<file path="src/shared/lxs_defines.svh">
// Purpose: Named offsets, bit positions and counts for the status block
// Assumes: 8-bit parallel host bus, byte offsets as printed
// Notes:   Definitions only
`ifndef LXS_DEFINES_SVH
`define LXS_DEFINES_SVH

// Register offsets
`define LXS_ADDR_STORE_STAT   8'h1e
`define LXS_ADDR_STORE_MASK   8'h1f
`define LXS_ADDR_H1_STAT      8'h20
`define LXS_ADDR_H1_MASK      8'h21
`define LXS_ADDR_H2_STAT      8'h22
`define LXS_ADDR_H2_MASK      8'h23
`define LXS_ADDR_LINK_STAT    8'h24
`define LXS_ADDR_LINK_MASK    8'h25
`define LXS_ADDR_EVT_INFO     8'h2d
`define LXS_ADDR_H1_INFO      8'h2e
`define LXS_ADDR_H2_INFO      8'h2f

// Reset value of every register
`define LXS_RST_BYTE          8'h00

// Elastic-store status bits
`define LXS_TX_FULL_BIT       5
`define LXS_TX_EMPTY_BIT      4
`define LXS_TX_SLIP_BIT       3
`define LXS_RX_FULL_BIT       2
`define LXS_RX_EMPTY_BIT      1
`define LXS_RX_SLIP_BIT       0

// Data-link status bits
`define LXS_CODE_CLR_BIT      5
`define LXS_LINK_ABORT_BIT    4
`define LXS_LINK_RXFULL_BIT   3
`define LXS_LINK_TXEMPTY_BIT  2
`define LXS_LINK_MATCH_BIT    1
`define LXS_CODE_CHG_BIT      0

// FIFO depth and bit-run counts
`define LXS_FIFO_DEPTH        8'h80
`define LXS_FIFO_NONE         8'h00
`define LXS_HDLC_ABORT_ONES   3'h7
`define LXS_LINK_ABORT_ONES   4'h8
`define LXS_CODE_CLR_BITS     5'h1e

// Packet status codes
`define LXS_PS_BUSY           3'h0
`define LXS_PS_GOOD           3'h1
`define LXS_PS_CRC_ERR        3'h2
`define LXS_PS_ABORT          3'h3
`define LXS_PS_OVERRUN        3'h4

`endif

</file>
<file path="src/shared/lxs_pkg.sv">
// Purpose: Types carried between the status block and its neighbours
// Assumes: All signals synchronous to clock_i
// Notes:   Pulses are one cycle wide
package lxs_pkg;

    // Elastic store slip pulses
    typedef struct packed {
        logic tx_del;      // Tx store overfilled, frame dropped
        logic tx_rep;      // Tx store ran dry, frame repeated
        logic rx_del;
        logic rx_rep;
    } lxs_store_s;

    // One HDLC controller's event and fill inputs
    typedef struct packed {
        logic [7:0] rx_count;     // Bytes held in receive FIFO
        logic [7:0] tx_count;     // Bytes held in transmit FIFO
        logic [7:0] rx_high_mark_setting;
        logic [7:0] tx_low_mark_setting;
        logic       tx_msg_done;  // Transmitter finished a message
        logic       tx_end_given; // Message-end indication written
        logic       tx_need;      // Transmitter wants next byte
        logic       rx_start;     // Opening byte detected
        logic       rx_crc_good;
        logic       rx_crc_bad;
        logic       rx_bit_en;
        logic       rx_bit;
        logic       rx_wr;        // Receiver pushes a byte
        logic       rx_rd;        // Host pops a byte
        logic       rx_rd_last;   // Popped byte closes a packet
        logic       rx_next_first;// Next readable byte opens a message
    } lxs_hdlc_s;

    // Facility data link inputs
    typedef struct packed {
        logic       bit_en;
        logic       bit_val;
        logic       rx_byte_load;  // Receive buffer filled
        logic [7:0] link_rx_byte;
        logic [7:0] link_match_value_a;
        logic [7:0] link_match_value_b;
        logic       tx_byte_taken; // Transmit buffer drained
        logic       code_change;   // New valid code seen
    } lxs_link_s;

    // Per-controller state
    typedef struct packed {
        logic [2:0] evt;       // Message end, packet end, packet start
        logic [3:0] pend;      // Rising-edge latches of conditions
        logic [3:0] cond_prev;
        logic [2:0] ones;
        logic       in_pkt;
        logic       ended;
        logic [2:0] end_code;
        logic [2:0] pkt_status;
        logic       in_msg;
        logic       first_prev;
        logic [7:0] mask;
    } lxs_hctl_s;

    // Whole block state
    typedef struct packed {
        logic [7:0]      store_stat;
        logic [7:0]      store_mask;
        lxs_hctl_s [1:0] h;
        logic [3:0]      info_evt;
        logic [7:0]      link_stat;
        logic [7:0]      link_mask;
        logic [3:0]      link_ones;
        logic [4:0]      link_bits;
        logic [7:0]      rdata;
        logic            irq;
        logic [1:0]      tx_abort;
    } lxs_state_s;

endpackage

</file>
<file path="src/design/lxs_status_regs.sv">
// Purpose: Status, mask and information registers of the line transceiver
// Assumes: Host strobes are one-cycle, synchronous to clock_i
// Notes:   Read data and interrupt are registered
//
// Function
// - Mask bit 0 blocks its source from interrupting; 1 lets it through.
// - FIFO condition bits interrupt only on their rising transition.
// - Transmit store overfill with dropped frame sets bit 5.
// - Transmit store run-dry with repeated frame sets bit 4.
// - Any transmit store slip sets bit 3.
// - Receive store: overfill bit 2, run-dry bit 1, any slip bit 0.
// - Message-end event bit 6 latched on send completion, cleared on read.
// - Packet-end bit 5 on good end, CRC error, overrun or abort.
// - Packet-start bit 4 latched on opening byte, cleared on read.
// - Bit 3 live while receive FIFO exceeds high mark.
// - Bit 2 while receive FIFO not empty; bit 0 while transmit has room.
// - Bit 1 live while transmit FIFO below low mark.
// - Info bits 5,4,3: transmit empty, transmit full, receive empty, live.
// - Bits 2..0 give packet status of last receive FIFO read.
// - Seven ones abort a packet; full receive FIFO ends with overrun.
// - Transmit FIFO empty before end mark: send abort, latch underrun.
// - Opening-byte event when next readable byte starts a message.
// - Code-clear event after 30 link bits without abort.
// - Link abort event after eight consecutive ones.
// - Link receive buffer full bit 3; transmit buffer empty bit 2.
// - Link match event when received byte equals either match value.
// - Code-change event bit 0; host then reads the received link byte.
`timescale 1ns/10ps
`include "lxs_defines.svh"

module lxs_status_regs (
    input  wire logic                    clock_i,
    input  wire logic                    rst_i,
    input  wire logic                    cs_i,
    input  wire logic                    rd_i,
    input  wire logic                    wr_i,
    input  wire logic [7:0]              addr_i,
    input  wire logic [7:0]              wdata_i,
    input  wire lxs_pkg::lxs_store_s     store_i,
    input  wire lxs_pkg::lxs_hdlc_s [1:0] hdlc_i,
    input  wire lxs_pkg::lxs_link_s      link_i,
    output logic [7:0]                   rdata_o,
    output logic                         irq_o,
    output logic [1:0]                   tx_abort_o
);

    lxs_pkg::lxs_state_s s_q;
    lxs_pkg::lxs_state_s s_d;

    // Set wins over a clear arriving in the same cycle
    function automatic logic [7:0] keep_set(input logic [7:0] q,
                                            input logic [7:0] set,
                                            input logic       clr);
        return (clr ? `LXS_RST_BYTE : q) | set;
    endfunction

    // Live FIFO conditions: high mark, not empty, low mark, room
    function automatic logic [3:0] fifo_cond(input lxs_pkg::lxs_hdlc_s c);
        logic [3:0] r;
        r[3] = c.rx_count > c.rx_high_mark_setting;
        r[2] = c.rx_count != `LXS_FIFO_NONE;
        r[1] = c.tx_count < c.tx_low_mark_setting;
        r[0] = c.tx_count != `LXS_FIFO_DEPTH;
        return r;
    endfunction

    // Live info byte for one controller
    function automatic logic [7:0] info_byte(input lxs_pkg::lxs_hdlc_s c,
                                             input logic [2:0] ps);
        return {2'h0,
                c.tx_count == `LXS_FIFO_NONE,
                c.tx_count == `LXS_FIFO_DEPTH,
                c.rx_count == `LXS_FIFO_NONE,
                ps};
    endfunction

    logic       rd_hit;
    logic       wr_hit;
    logic [7:0] st_set;
    logic [7:0] lk_set;
    logic [3:0] inf_set;
    logic [3:0] cond;
    logic       abrt;
    logic       ovr;
    logic       pend_any;
    logic [7:0] rd_val;
    logic [2:0] hset;

    // Next-state logic for every register and counter
    always_comb begin
        s_d      = s_q;
        rd_hit   = cs_i && rd_i;
        wr_hit   = cs_i && wr_i;
        st_set   = `LXS_RST_BYTE;
        lk_set   = `LXS_RST_BYTE;
        inf_set  = 4'h0;
        cond     = 4'h0;
        abrt     = 1'b0;
        ovr      = 1'b0;
        hset     = 3'h0;
        pend_any = 1'b0;
        rd_val   = `LXS_RST_BYTE;
        s_d.tx_abort = 2'h0;

        // Elastic store slips
        st_set[`LXS_TX_FULL_BIT]  = store_i.tx_del;
        st_set[`LXS_TX_EMPTY_BIT] = store_i.tx_rep;
        st_set[`LXS_TX_SLIP_BIT]  = store_i.tx_del | store_i.tx_rep;
        st_set[`LXS_RX_FULL_BIT]  = store_i.rx_del;
        st_set[`LXS_RX_EMPTY_BIT] = store_i.rx_rep;
        st_set[`LXS_RX_SLIP_BIT]  = store_i.rx_del | store_i.rx_rep;
        s_d.store_stat = keep_set(s_q.store_stat, st_set,
            rd_hit && addr_i == `LXS_ADDR_STORE_STAT);

        // Facility data link: run of ones and bit window for code clear
        if (link_i.bit_en) begin
            if (!link_i.bit_val) begin
                s_d.link_ones = 4'h0;
            end else if (s_q.link_ones != `LXS_LINK_ABORT_ONES) begin
                s_d.link_ones = s_q.link_ones + 4'h1;
            end
            if (link_i.bit_val &&
                s_q.link_ones == `LXS_LINK_ABORT_ONES - 4'h1) begin
                lk_set[`LXS_LINK_ABORT_BIT] = 1'b1;
                s_d.link_bits = 5'h0;
            end else if (s_q.link_bits == `LXS_CODE_CLR_BITS - 5'h1) begin
                lk_set[`LXS_CODE_CLR_BIT] = 1'b1;
                s_d.link_bits = 5'h0;
            end else begin
                s_d.link_bits = s_q.link_bits + 5'h1;
            end
        end
        lk_set[`LXS_LINK_RXFULL_BIT]  = link_i.rx_byte_load;
        lk_set[`LXS_LINK_TXEMPTY_BIT] = link_i.tx_byte_taken;
        lk_set[`LXS_LINK_MATCH_BIT]   = link_i.rx_byte_load &&
            (link_i.link_rx_byte == link_i.link_match_value_a ||
             link_i.link_rx_byte == link_i.link_match_value_b);
        lk_set[`LXS_CODE_CHG_BIT] = link_i.code_change;
        s_d.link_stat = keep_set(s_q.link_stat, lk_set,
            rd_hit && addr_i == `LXS_ADDR_LINK_STAT);

        // Both HDLC controllers
        for (int i = 0; i < 2; i++) begin
            cond = fifo_cond(hdlc_i[i]);
            s_d.h[i].cond_prev = ~cond;  // Inverted: no edge out of reset
            // Receive bit run: seven ones end the packet as aborted
            abrt = 1'b0;
            if (hdlc_i[i].rx_bit_en) begin
                if (!hdlc_i[i].rx_bit) begin
                    s_d.h[i].ones = 3'h0;
                end else if (s_q.h[i].ones != `LXS_HDLC_ABORT_ONES) begin
                    s_d.h[i].ones = s_q.h[i].ones + 3'h1;
                end
                abrt = hdlc_i[i].rx_bit && s_q.h[i].in_pkt &&
                       s_q.h[i].ones == `LXS_HDLC_ABORT_ONES - 3'h1;
            end
            ovr = hdlc_i[i].rx_wr && s_q.h[i].in_pkt &&
                  hdlc_i[i].rx_count == `LXS_FIFO_DEPTH;
            if (hdlc_i[i].rx_start) begin
                s_d.h[i].in_pkt = 1'b1;
            end
            // Packet end: overrun beats abort beats CRC verdict
            if (s_q.h[i].in_pkt && (ovr || abrt ||
                hdlc_i[i].rx_crc_good || hdlc_i[i].rx_crc_bad)) begin
                s_d.h[i].in_pkt = 1'b0;
                s_d.h[i].ended  = 1'b1;
                s_d.h[i].end_code = ovr  ? `LXS_PS_OVERRUN :
                                    abrt ? `LXS_PS_ABORT :
                                    hdlc_i[i].rx_crc_bad ?
                                    `LXS_PS_CRC_ERR : `LXS_PS_GOOD;
            end
            hset[2] = hdlc_i[i].tx_msg_done;
            hset[1] = s_q.h[i].in_pkt && (ovr || abrt ||
                      hdlc_i[i].rx_crc_good || hdlc_i[i].rx_crc_bad);
            hset[0] = hdlc_i[i].rx_start;
            // Packet status follows each host pop of the receive FIFO
            if (hdlc_i[i].rx_rd) begin
                s_d.h[i].pkt_status = (hdlc_i[i].rx_rd_last &&
                    s_q.h[i].ended) ? s_q.h[i].end_code
                                    : `LXS_PS_BUSY;
                if (hdlc_i[i].rx_rd_last) begin
                    s_d.h[i].ended = 1'b0;
                end
            end
            // Underrun: transmitter starved before the end indication
            if (hdlc_i[i].tx_end_given || hdlc_i[i].tx_msg_done) begin
                s_d.h[i].in_msg = 1'b0;
            end else if (hdlc_i[i].tx_count != `LXS_FIFO_NONE) begin
                s_d.h[i].in_msg = 1'b1;
            end
            if (hdlc_i[i].tx_need && s_q.h[i].in_msg &&
                !hdlc_i[i].tx_end_given &&
                hdlc_i[i].tx_count == `LXS_FIFO_NONE) begin
                s_d.tx_abort[i]   = 1'b1;
                s_d.h[i].in_msg   = 1'b0;
                inf_set[2 * i + 1] = 1'b1;
            end
            s_d.h[i].first_prev = hdlc_i[i].rx_next_first;
            inf_set[2 * i] = hdlc_i[i].rx_next_first &&
                             !s_q.h[i].first_prev;
            // Latched events and rising-edge condition latches
            if (rd_hit && addr_i == (i == 0 ? `LXS_ADDR_H1_STAT
                                            : `LXS_ADDR_H2_STAT)) begin
                s_d.h[i].evt  = hset;
                s_d.h[i].pend = cond & s_q.h[i].cond_prev;
            end else begin
                s_d.h[i].evt  = s_q.h[i].evt | hset;
                s_d.h[i].pend = s_q.h[i].pend |
                                (cond & s_q.h[i].cond_prev);
            end
            if (wr_hit && addr_i == (i == 0 ? `LXS_ADDR_H1_MASK
                                            : `LXS_ADDR_H2_MASK)) begin
                s_d.h[i].mask = {1'b0, wdata_i[6:0]};
            end
            pend_any = pend_any |
                (|({s_q.h[i].evt, s_q.h[i].pend} & s_q.h[i].mask[6:0]));
        end
        s_d.info_evt = (rd_hit && addr_i == `LXS_ADDR_EVT_INFO) ?
                       inf_set : (s_q.info_evt | inf_set);

        // Mask writes; reserved bits stay zero
        if (wr_hit) begin
            unique case (addr_i)
                `LXS_ADDR_STORE_MASK: s_d.store_mask = {2'h0, wdata_i[5:0]};
                `LXS_ADDR_LINK_MASK:  s_d.link_mask  = {2'h0, wdata_i[5:0]};
                default: ;
            endcase
        end

        // Read mux; unmapped offsets return zero
        unique case (addr_i)
            `LXS_ADDR_STORE_STAT: rd_val = s_q.store_stat;
            `LXS_ADDR_STORE_MASK: rd_val = s_q.store_mask;
            `LXS_ADDR_H1_STAT: rd_val = {1'b0, s_q.h[0].evt,
                                         fifo_cond(hdlc_i[0])};
            `LXS_ADDR_H1_MASK:    rd_val = s_q.h[0].mask;
            `LXS_ADDR_H2_STAT: rd_val = {1'b0, s_q.h[1].evt,
                                         fifo_cond(hdlc_i[1])};
            `LXS_ADDR_H2_MASK:    rd_val = s_q.h[1].mask;
            `LXS_ADDR_LINK_STAT:  rd_val = s_q.link_stat;
            `LXS_ADDR_LINK_MASK:  rd_val = s_q.link_mask;
            `LXS_ADDR_EVT_INFO:   rd_val = {4'h0, s_q.info_evt};
            `LXS_ADDR_H1_INFO:
                rd_val = info_byte(hdlc_i[0], s_q.h[0].pkt_status);
            `LXS_ADDR_H2_INFO:
                rd_val = info_byte(hdlc_i[1], s_q.h[1].pkt_status);
            default:              rd_val = `LXS_RST_BYTE;
        endcase
        if (rd_hit) begin
            s_d.rdata = rd_val;
        end

        // Single request line; info events have no mask, so not wired in
        s_d.irq = pend_any ||
                  (|(s_q.store_stat & s_q.store_mask)) ||
                  (|(s_q.link_stat & s_q.link_mask));
    end

    // State register; synchronous reset clears everything
    always_ff @(posedge clock_i) begin
        if (rst_i) begin
            s_q <= '0;
        end else begin
            s_q <= s_d;
        end
    end

    assign rdata_o    = s_q.rdata;
    assign irq_o      = s_q.irq;
    assign tx_abort_o = s_q.tx_abort;

endmodule

</file>
<file path="config.mk">
export PLATFORM = sky130hd
export DESIGN_NAME = lxs_status_regs
export DESIGN_NICKNAME = d
export VERILOG_FILES = /design/src/shared/lxs_pkg.sv /design/src/design/lxs_status_regs.sv
export VERILOG_INCLUDE_DIRS = /design/src /design/src/shared
export SDC_FILE = /design/constraint.sdc
export NUM_CORES = 1
export LEC_CHECK = 0
export BUFFER_PORTS_ARGS = -buffer_cell sky130_fd_sc_hd__buf_2
export CORE_MARGIN = 2
export CORE_UTILIZATION = 35
export DETAILED_ROUTE_END_ITERATION = 10
export PLACE_DENSITY = 0.68
export SYNTH_ARGS = -nofsm -noshare
export SYNTH_HDL_FRONTEND = slang
export SYNTH_SLANG_ARGS = --single-unit
export TNS_END_PERCENT = 10
</file>
<file path="constraint.sdc">
create_clock -name clock_i -period 1.65 [get_ports clock_i]
set_input_delay 0.33 -clock clock_i [delete_from_list [all_inputs] [get_ports clock_i]]
set_output_delay 0.33 -clock clock_i [all_outputs]
set_load 0.005 [all_outputs]
</file>
==> summary.txt, run 1 <==
Run status
  • Status: completed

Worst setup path
  • Setup slack, reg-to-reg: approximately 0.12 ns
  • Combined buffer and inverter count along the critical path: 1
  • Number of stages on the worst setup path: 6
  • Kind of cell adding the most delay to the critical path: simple AND/OR/NAND/NOR gates
  • Required @ worst endpoint: between 1.5 and 2 ns
  • Worst setup path class: in -> reg
  • Termination of the worst setup path: rdata_o[2]
  • Worst endpoint data arrival time: 1.83 ns
  • Highest net fanout along the worst path: 4
  • Terminus of the critical flop-to-flop path: s_q[102]
  • Worst Reg2Reg Path Length in Cells: 8
  • Critical Path Sink Type: flip-flop
  • Ordered list of cells on the worst path: buf_2 -> or4_4 -> or4b_4 -> o211ai_1 -> a21o_1 -> a311oi_1
  • Kind of start point of the critical path: primary input
  • Worst r2r src: s_q[90]
  • Largest incremental delay on the critical path: between 0.5 and 0.6 ns
  • CP startpoint: hdlc_i[83]
  • Cell with the biggest individual delay on the critical path: sky130_fd_sc_hd__or4_4

Yosys
  • Combinational family with the most area after synthesis: simple AND/OR/NAND/NOR gates
  • Cell count after synthesis: 716
  • Synth top area share: approximately 35%
  • Cell variety after synth: 71
  • Synth Area in Compound Gates: between 15 and 20%
  • Post-synthesis mux area share: 7.258%
  • Simple-gate area share of the yosys netlist: 22.55%
  • Count of state elements after synthesis: 109
  • Seq/Total Area, Yosys: between 30% and 40%
  • Leading cell types by count after synthesis: sky130_fd_sc_hd__dfxtp_1 (109), sky130_fd_sc_hd__nor2_1 (104), sky130_fd_sc_hd__a21oi_1 (52), sky130_fd_sc_hd__inv_1 (44), sky130_fd_sc_hd__nand2_1 (44)
  • Post-Synthesis Mean Instance Area: around 8.6 um2
  • Yosys warns: 0
  • Cell area after technology mapping: roughly 0.0062 mm2
  • Area share of fa/ha/maj cells after synthesis: under 10%
  • Asr flop ratio synth: 0%
  • Xor-xnor portion of the synthesized cell area: about 2.8%
  • Cell types with the largest area share after synthesis: sky130_fd_sc_hd__dfxtp_1 (35%), sky130_fd_sc_hd__ha_1 (8.1%), sky130_fd_sc_hd__nor2_1 (6.3%)
  • Post-synth EDFFs: 0
  • Most used flip-flop cell after synthesis: sky130_fd_sc_hd__dfxtp_1
  • Net count after synthesis: 898
  • Most frequent cell after synthesis: sky130_fd_sc_hd__dfxtp_1
  • Post-synthesis cell type with the largest combined area: sky130_fd_sc_hd__dfxtp_1

Clock network
  • Clock latency reported for the late side of the worst-skew pair: roughly 0.36 ns
  • CTS Root Cell: sky130_fd_sc_hd__clkbuf_16
  • Clock-pin slew reported for the worst setup and hold paths after clock tree synthesis: around 0.07 ns
  • Clock Sinks: about 110
  • Num CTS Buffers: 9
  • Maximum buffer depth of the clock tree: 2
  • CTS tree: built
  • H-tree Lvls: 3

GRT
  • Pin count of the biggest net entering global routing: slightly above 50
  • Overflow left after global routing: 0
  • Global-route total usage across every layer: around a fifth
  • Initial antenna violation count: 1
  • Vias in the first global route: about 5600
  • Wire length of the first global-routing pass: roughly 28 mm

Worst hold path
  • Class of the tightest hold or removal check: in -> reg

Timing
  • Part of the cycle the worst path needs: between 90% and 100%
  • Post-layout minimum cycle time: 1.591 ns
  • Worst-case setup margin in the final layout: 0.05884 ns
  • Final number of max-transition violations: 0
  • Hold violation count in the final report: 0
  • Setup Viol. Count Final: 0
  • Highest achievable clock rate: about 630 MHz
  • Hold slack: ~0.16 ns
  • Fin Setup TNS: 0 ns
  • Fin Clk Skew: 0.008845 ns
  • Setup repair after global routing missed its margin: true

Run
  • Number of max-capacitance violations reported: 0

Floorplanning
  • Placeable Area: about 0.017 mm2
  • Initial core utilization: around 36%
  • Die Footprint: around 0.019 mm2
  • Number of top-level design ports: ~150
  • Die boundary width: roughly 140 um
  • Total number of placement rows: 48
  • Die outline height: 136.6 um

Detailed routing
  • Routed wire length on met3: ~1.3 mm
  • Aggregate routed wire length: 17.48 mm
  • Highest signal layer in the routed design: met4
  • Post-DR wirelength/cell: 15.13 um
  • Met1 wire length: between 7 and 8 mm
  • Count of vias placed by the detailed router: approximately 6000
  • Antenna Violating Nets Remaining: 0
  • Number of search-and-repair iterations in the first detailed-routing pass: 5
  • Avg Vias per Cell: 5.130
  • Count of routing violations after the opening detailed-route iteration: between 400 and 500
  • Number of DRC violations after detailed routing: 0
  • Total length of routed met2 wires: 8.397 mm

Power
  • Maximum resistive drop on vdd: 476.9 uV
  • Areal power density over the cells: 750.5 mW/mm2
  • Static leakage power: ~3.5 nW

Placement
  • Setup Slack @ Placement: -0.3292 ns
  • RD Place Congestion: between 0.9 and 1
  • Count of input and output buffers: 150
  • HPWL after detailed placement: roughly 14 mm
  • Placed Instances: 1139

Cells and area
  • Utilization after layout: a little under half
  • Reg area: about 0.0022 mm2
  • Final non-filler cell total: roughly 1200
  • Fill cell total of the finished layout: between 1500 and 2000
  • Layout Nets: 1107
  • Layout-stage area growth over the synthesis result: 29.31%
  • Share of cells above drive strength 1: approximately 30%
  • Ant diodes: 0
  • Area taken by multi-input logic gates: roughly 0.0036 mm2
==> cells by family (layout without fill, tap and decap cells) <==
family | count (synthesis) | in the layout
AOI/OAI and AO/OA | 158 | 158
xor gates and xnor gates | 20 | 20
adders and majority gates | 40 | 40
buffers and inverters | 80 | 294
DFF | 109 | 109
muxes | 40 | 40
other | 1 | 1
and+or+nand+nor | 268 | 268
==> per-layer routing <==
metal	global-route usage, %	up-vias
met5	0	-
met1	23.58	2737
met2	32.14	178
met3	4.815	24
met4	5.903	0
li1	-	2986
==> where the power goes <==
| part | internal [mW] | switching, mW | leakage, nW | total, mW |
|---|---|---|---|---|
| clock | 1.31 | 0.994 | 0.151 | 2.30 |
| combinational | 0.454 | 0.441 | 2.50 | 0.896 |
| sequential | 2.71 | 0.0682 | 0.888 | 2.78 |
==> placed cells by master (no fill, tap or decap), types with 11 or more instances in the layout <==
| master | Yosys | layout |
|---|---|---|
| sky130_fd_sc_hd__xnor2_1 | 16 | 16 |
| sky130_fd_sc_hd__a21oi_1 | 52 | 52 |
| sky130_fd_sc_hd__nand4_1 | 26 | 26 |
| sky130_fd_sc_hd__a211oi_1 | 11 | 11 |
| sky130_fd_sc_hd__mux2i_1 | 30 | 30 |
| sky130_fd_sc_hd__nand2b_1 | 11 | 11 |
| sky130_fd_sc_hd__nor2_1 | 104 | 104 |
| sky130_fd_sc_hd__a22oi_1 | 19 | 19 |
| sky130_fd_sc_hd__ha_1 | 40 | 40 |
| sky130_fd_sc_hd__nand3_1 | 16 | 15 |
| sky130_fd_sc_hd__nand2_1 | 44 | 44 |
| sky130_fd_sc_hd__buf_4 | 12 | 81 |
| sky130_fd_sc_hd__dfxtp_1 | 109 | 109 |
| sky130_fd_sc_hd__o21ai_0 | 15 | 15 |
| sky130_fd_sc_hd__inv_1 | 44 | 44 |
| sky130_fd_sc_hd__buf_2 | 6 | 150 |
| sky130_fd_sc_hd__nor3_1 | 16 | 16 |
==> layout make-up <==
type                    instances  share of cell area (%)
well taps                     225                   3.537
clock inverters                 4                  0.6760
clock buffers                  12                   3.349
repair buffers                234                   17.83
multi-input cells             527                   45.12
inverters                      44                   2.075
flip-flops and latches        109                   27.42
==> through the flow <==
stage               cell area (um2)  power (mW)
floorplan                      6155       3.270
global placement               7630       3.717
detailed placement             7630       3.733
CTS                            7950       6.038
global route                   7959       6.230
finish                         7959       5.973
==> sequential cells by signal, summed over array words and instances (netlist names) <==
| register | cells |
|---|---|
| irq_o | 1 |
| rdata_o | 7 |
| tx_abort_o | 2 |
| s_q | 99 |
==> how the worst min path moves through the flow <==
stage / start / slack, ns / endpoint / cells after the start
CTS: hdlc_i[54] / 0.16 / s_q[81] / 2
floorplan: hdlc_i[55] / 0.41 / s_q[81] / 1
global route: hdlc_i[54] / 0.17 / s_q[81] / 2
detailed placement: s_q[37] / 0.44 / s_q[37] / 1
finish: hdlc_i[54] / 0.16 / s_q[81] / 2
global placement: s_q[37] / 0.44 / s_q[37] / 1
==> repair_timing <==
| item | CTS | global route |
|---|---|---|
| buffers inserted | 0 | 0 |
| hold buffers | 0 | 0 |
| resized for setup | 0 | 2 |
| setup endpoints to repair | 0 | 8 |
Note: power is estimated with default switching activity, not from simulation.
==> run 2, diff against run 1 <==
Settings changed: BUFFER_PORTS_ARGS -buffer_cell sky130_fd_sc_hd__buf_2 to default, DONT_BUFFER_PORTS from default to 1, PLACE_DENSITY 0.68 to 0.61.
==> run 2 against run 1 <==
Against the previous run:
- first-iteration DRC count down 7.7%
- worst setup slack better by 0.080 ns
- global-route usage down 0.82 points
- combinational power is 43% lower
- power down 9.8%
- non-clock buffer count fell by 192
- sequential cell count unchanged
- critical path depth shrank 1
- sequential share of layout area grew 4.6 points
- cell count down 17%
- fmax is 5.3% higher
- register-to-register slack improved by 0.02 ns
- critical path type is now reg -> reg
- largest power group unchanged
- highest routed layer unchanged
==> summary.txt, run 2 (same netlist as run 1, synthesis figures left out) <==
Cells and area
  • Share of cells above drive strength 1: 11.25% (-19 points)
  • Leading cell type in the layout, fill and taps excluded: sky130_fd_sc_hd__dfxtp_1
  • Max FFs per register: 99 (unchanged)
  • Fill cell total of the finished layout: 1723 (+1.4%)
  • Layout Nets: 915 (-17%)
  • Top reg by flops: s_q
  • Layout-stage area growth over the synthesis result: 10.73%
  • Utilization after layout: 39.54% (-6.6 points)
  • Commonest cells after routing, fill and taps aside: sky130_fd_sc_hd__dfxtp_1 (109), sky130_fd_sc_hd__nor2_1 (104), sky130_fd_sc_hd__a21oi_1 (52), sky130_fd_sc_hd__nand2_1 (44), sky130_fd_sc_hd__inv_1 (44)
  • Ant diodes: 0 (unchanged)
  • Final non-filler cell total: 963 (-17%)

Detailed routing
  • Number of DRC violations after detailed routing: 0 (unchanged)
  • Count of routing violations after the opening detailed-route iteration: 407 (-7.7%)
  • Avg Vias per Cell: 5.463 (+6.5%)
  • Antenna Violating Nets Remaining: 0 (unchanged)
  • Aggregate routed wire length: 16.80 mm (-3.9%)
  • Count of vias placed by the detailed router: 5261 (-11%)
  • Post-DR wirelength/cell: 17.45 um (+15%)
  • Number of search-and-repair iterations in the first detailed-routing pass: 5 (unchanged)

Placement
  • HPWL after detailed placement: 13.09 mm (-7.5%)
  • RD Place Congestion: 0.9402 (+1.5%)
  • Placed Instances: 947 (-17%)
  • Setup Slack @ Placement: -0.2077 ns (+0.1214 ns)
  • Count of input and output buffers: 0 (-100%)

Run status
  • Status: completed

Power
  • Share of total power in sequential cells: 51.5% (+5.0 points)
  • Static leakage power: 2.699 nW (-24%)
  • Areal power density over the cells: 790.4 mW/mm2 (+5.3%)
  • Switch Pwr: 1.302 mW (-13%)
  • Total power: 5.387 mW (-9.8%)
  • Internal power of the cells: 4.084 mW (-8.6%)
  • Switching power as a share of total power: 24.17% (-1.0 points)
  • Combinational Power Share: 9.5% (-5.5 points)
  • Clock network power share: 39.0% (+0.5 points)
  • Maximum resistive drop on vdd: 505.0 uV (+5.9%)

Clock network
  • Post-CTS Repair Setup Buffers: 0 (unchanged)
  • Num CTS Buffers: 9 (unchanged)
  • Clock Sinks: 109 (unchanged)
  • Clock latency reported for the late side of the worst-skew pair: 0.36 ns (about the same)
  • Clock-pin slew reported for the worst setup and hold paths after clock tree synthesis: 0.07 ns (about the same)
  • CTS tree: built
  • CTS Root Cell: sky130_fd_sc_hd__clkbuf_16
  • # hold bufs at CTS: 0 (unchanged)
  • Maximum buffer depth of the clock tree: 2 (unchanged)
  • Cells resized by post-CTS repair: 0 (unchanged)
  • H-tree Lvls: 3 (unchanged)

Worst setup path
  • Setup slack, reg-to-reg: 0.14 ns (+0.02 ns)
  • Critical Path Sink Type: flip-flop
  • Highest net fanout along the worst path: 2 (-2)
  • Kind of start point of the critical path: flip-flop
  • Worst setup path class: reg -> reg
  • Worst endpoint data arrival time: 1.78 ns (-0.05 ns)
  • Required @ worst endpoint: 1.92 ns (+0.04 ns)

GRT
  • Initial antenna violation count: 0 (-1)
  • Pin count of the biggest net entering global routing: 101 (+98%)
  • Global-route total usage across every layer: 18.15% (-0.82 points)
  • Vias in the first global route: 4882 (-12%)
  • Wire length of the first global-routing pass: 26.08 mm (-5.3%)
  • Overflow left after global routing: 0 (unchanged)

Floorplanning
  • Initial core utilization: 35.71% (unchanged)
  • Number of top-level design ports: 153 (unchanged)
  • Die Footprint: 0.01866 mm2 (unchanged)
  • Die outline height: 136.6 um (unchanged)
  • Placeable Area: 0.01724 mm2 (unchanged)
  • Total number of placement rows: 48 (unchanged)
  • Die boundary width: 136.6 um (unchanged)

Timing
  • Worst-case setup margin in the final layout: 0.1386 ns (+0.07974 ns)
  • Final number of max-transition violations: 0 (unchanged)
  • Part of the cycle the worst path needs: 91.60% (-4.8 points)
  • Post-layout minimum cycle time: 1.511 ns (-0.07974 ns)
  • Hold violation count in the final report: 0 (unchanged)
  • Setup Viol. Count Final: 0 (unchanged)
  • Highest achievable clock rate: 661.6 MHz (+5.3%)
  • Setup repair after global routing missed its margin: false
  • Fin Clk Skew: 0.008427 ns (-0.0004187 ns)
  • Fin Setup TNS: 0 ns (unchanged)

Run
  • Number of max-capacitance violations reported: 0 (unchanged)

Worst hold path
  • Class of the tightest hold or removal check: in -> reg
-- run 2: cell count changes in the layout (fill, tap and decap cells not counted), sizes merged --
cell,change
bufinv,-1
inv,-1
buf,-192
clkinv,+2
-- run 2: worst paths after layout --
kind / end / depth (start not counted) / start
worst max-delay path: rdata_o[1] / 5 / s_q[29]
worst min-delay path: s_q[98] / 1 / rst_i
worst max register to register: rdata_o[1] / 5 / s_q[29]
worst min register to register: tx_abort_o[0] / 2 / s_q[49]
-- run 2: area by class of cell --
cell class / instances / area [um2] / share of cell area (%)
repair buffers: 42 / 315.3 / 4.626
inverters: 44 / 165.2 / 2.423
multi-input cells: 527 / 3582 / 52.56
flip-flops and latches: 109 / 2182 / 32.02
clock buffers: 12 / 256.5 / 3.764
clock inverters: 4 / 32.53 / 0.4773
well taps: 225 / 281.5 / 4.131
-- run 2: power groups by stage --
stage	clock network, mW	logic, mW	registers, mW
floorplan	0	0.467	2.80
global placement	0	0.502	2.84
detailed placement	0	0.511	2.84
CTS	2.14	0.514	2.77
global route	2.25	0.591	2.79
finish	2.10	0.512	2.78
-- run 2: per-layer routing --
metal | part of all wire [%] | GRT usage, % | wire [um] | up-vias
met5 | 0 | 0 | 0 | -
met1 | 43 | 23.51 | 7220 | 2426
met3 | 8.2 | 5.556 | 1381 | 30
met2 | 47 | 29.19 | 7838 | 189
met4 | 2.1 | 4.977 | 360 | 0
li1 | - | - | - | 2616
-- run 2: stage by stage --
| step | hold WS [ns] | cell area, um2 |
|---|---|---|
| 3_5_place_dp | 0.4154 | 6526 |
| 3_3_place_gp | 0.4136 | 6526 |
| 2_1_floorplan | 0.4131 | 6155 |
| 6_report | 0.04049 | 6815 |
| 4_1_cts | 0.04051 | 6815 |
| 5_1_grt | 0.03539 | 6815 |
-- run 2: critical path: stages, from the launching register on --
cell and delay (ns):
sky130_fd_sc_hd__dfxtp_1 0.34, sky130_fd_sc_hd__or4b_1 0.45, sky130_fd_sc_hd__o21ai_0 0.10, sky130_fd_sc_hd__a221o_1 0.19, sky130_fd_sc_hd__a221oi_1 0.08, sky130_fd_sc_hd__a211oi_1 0.26
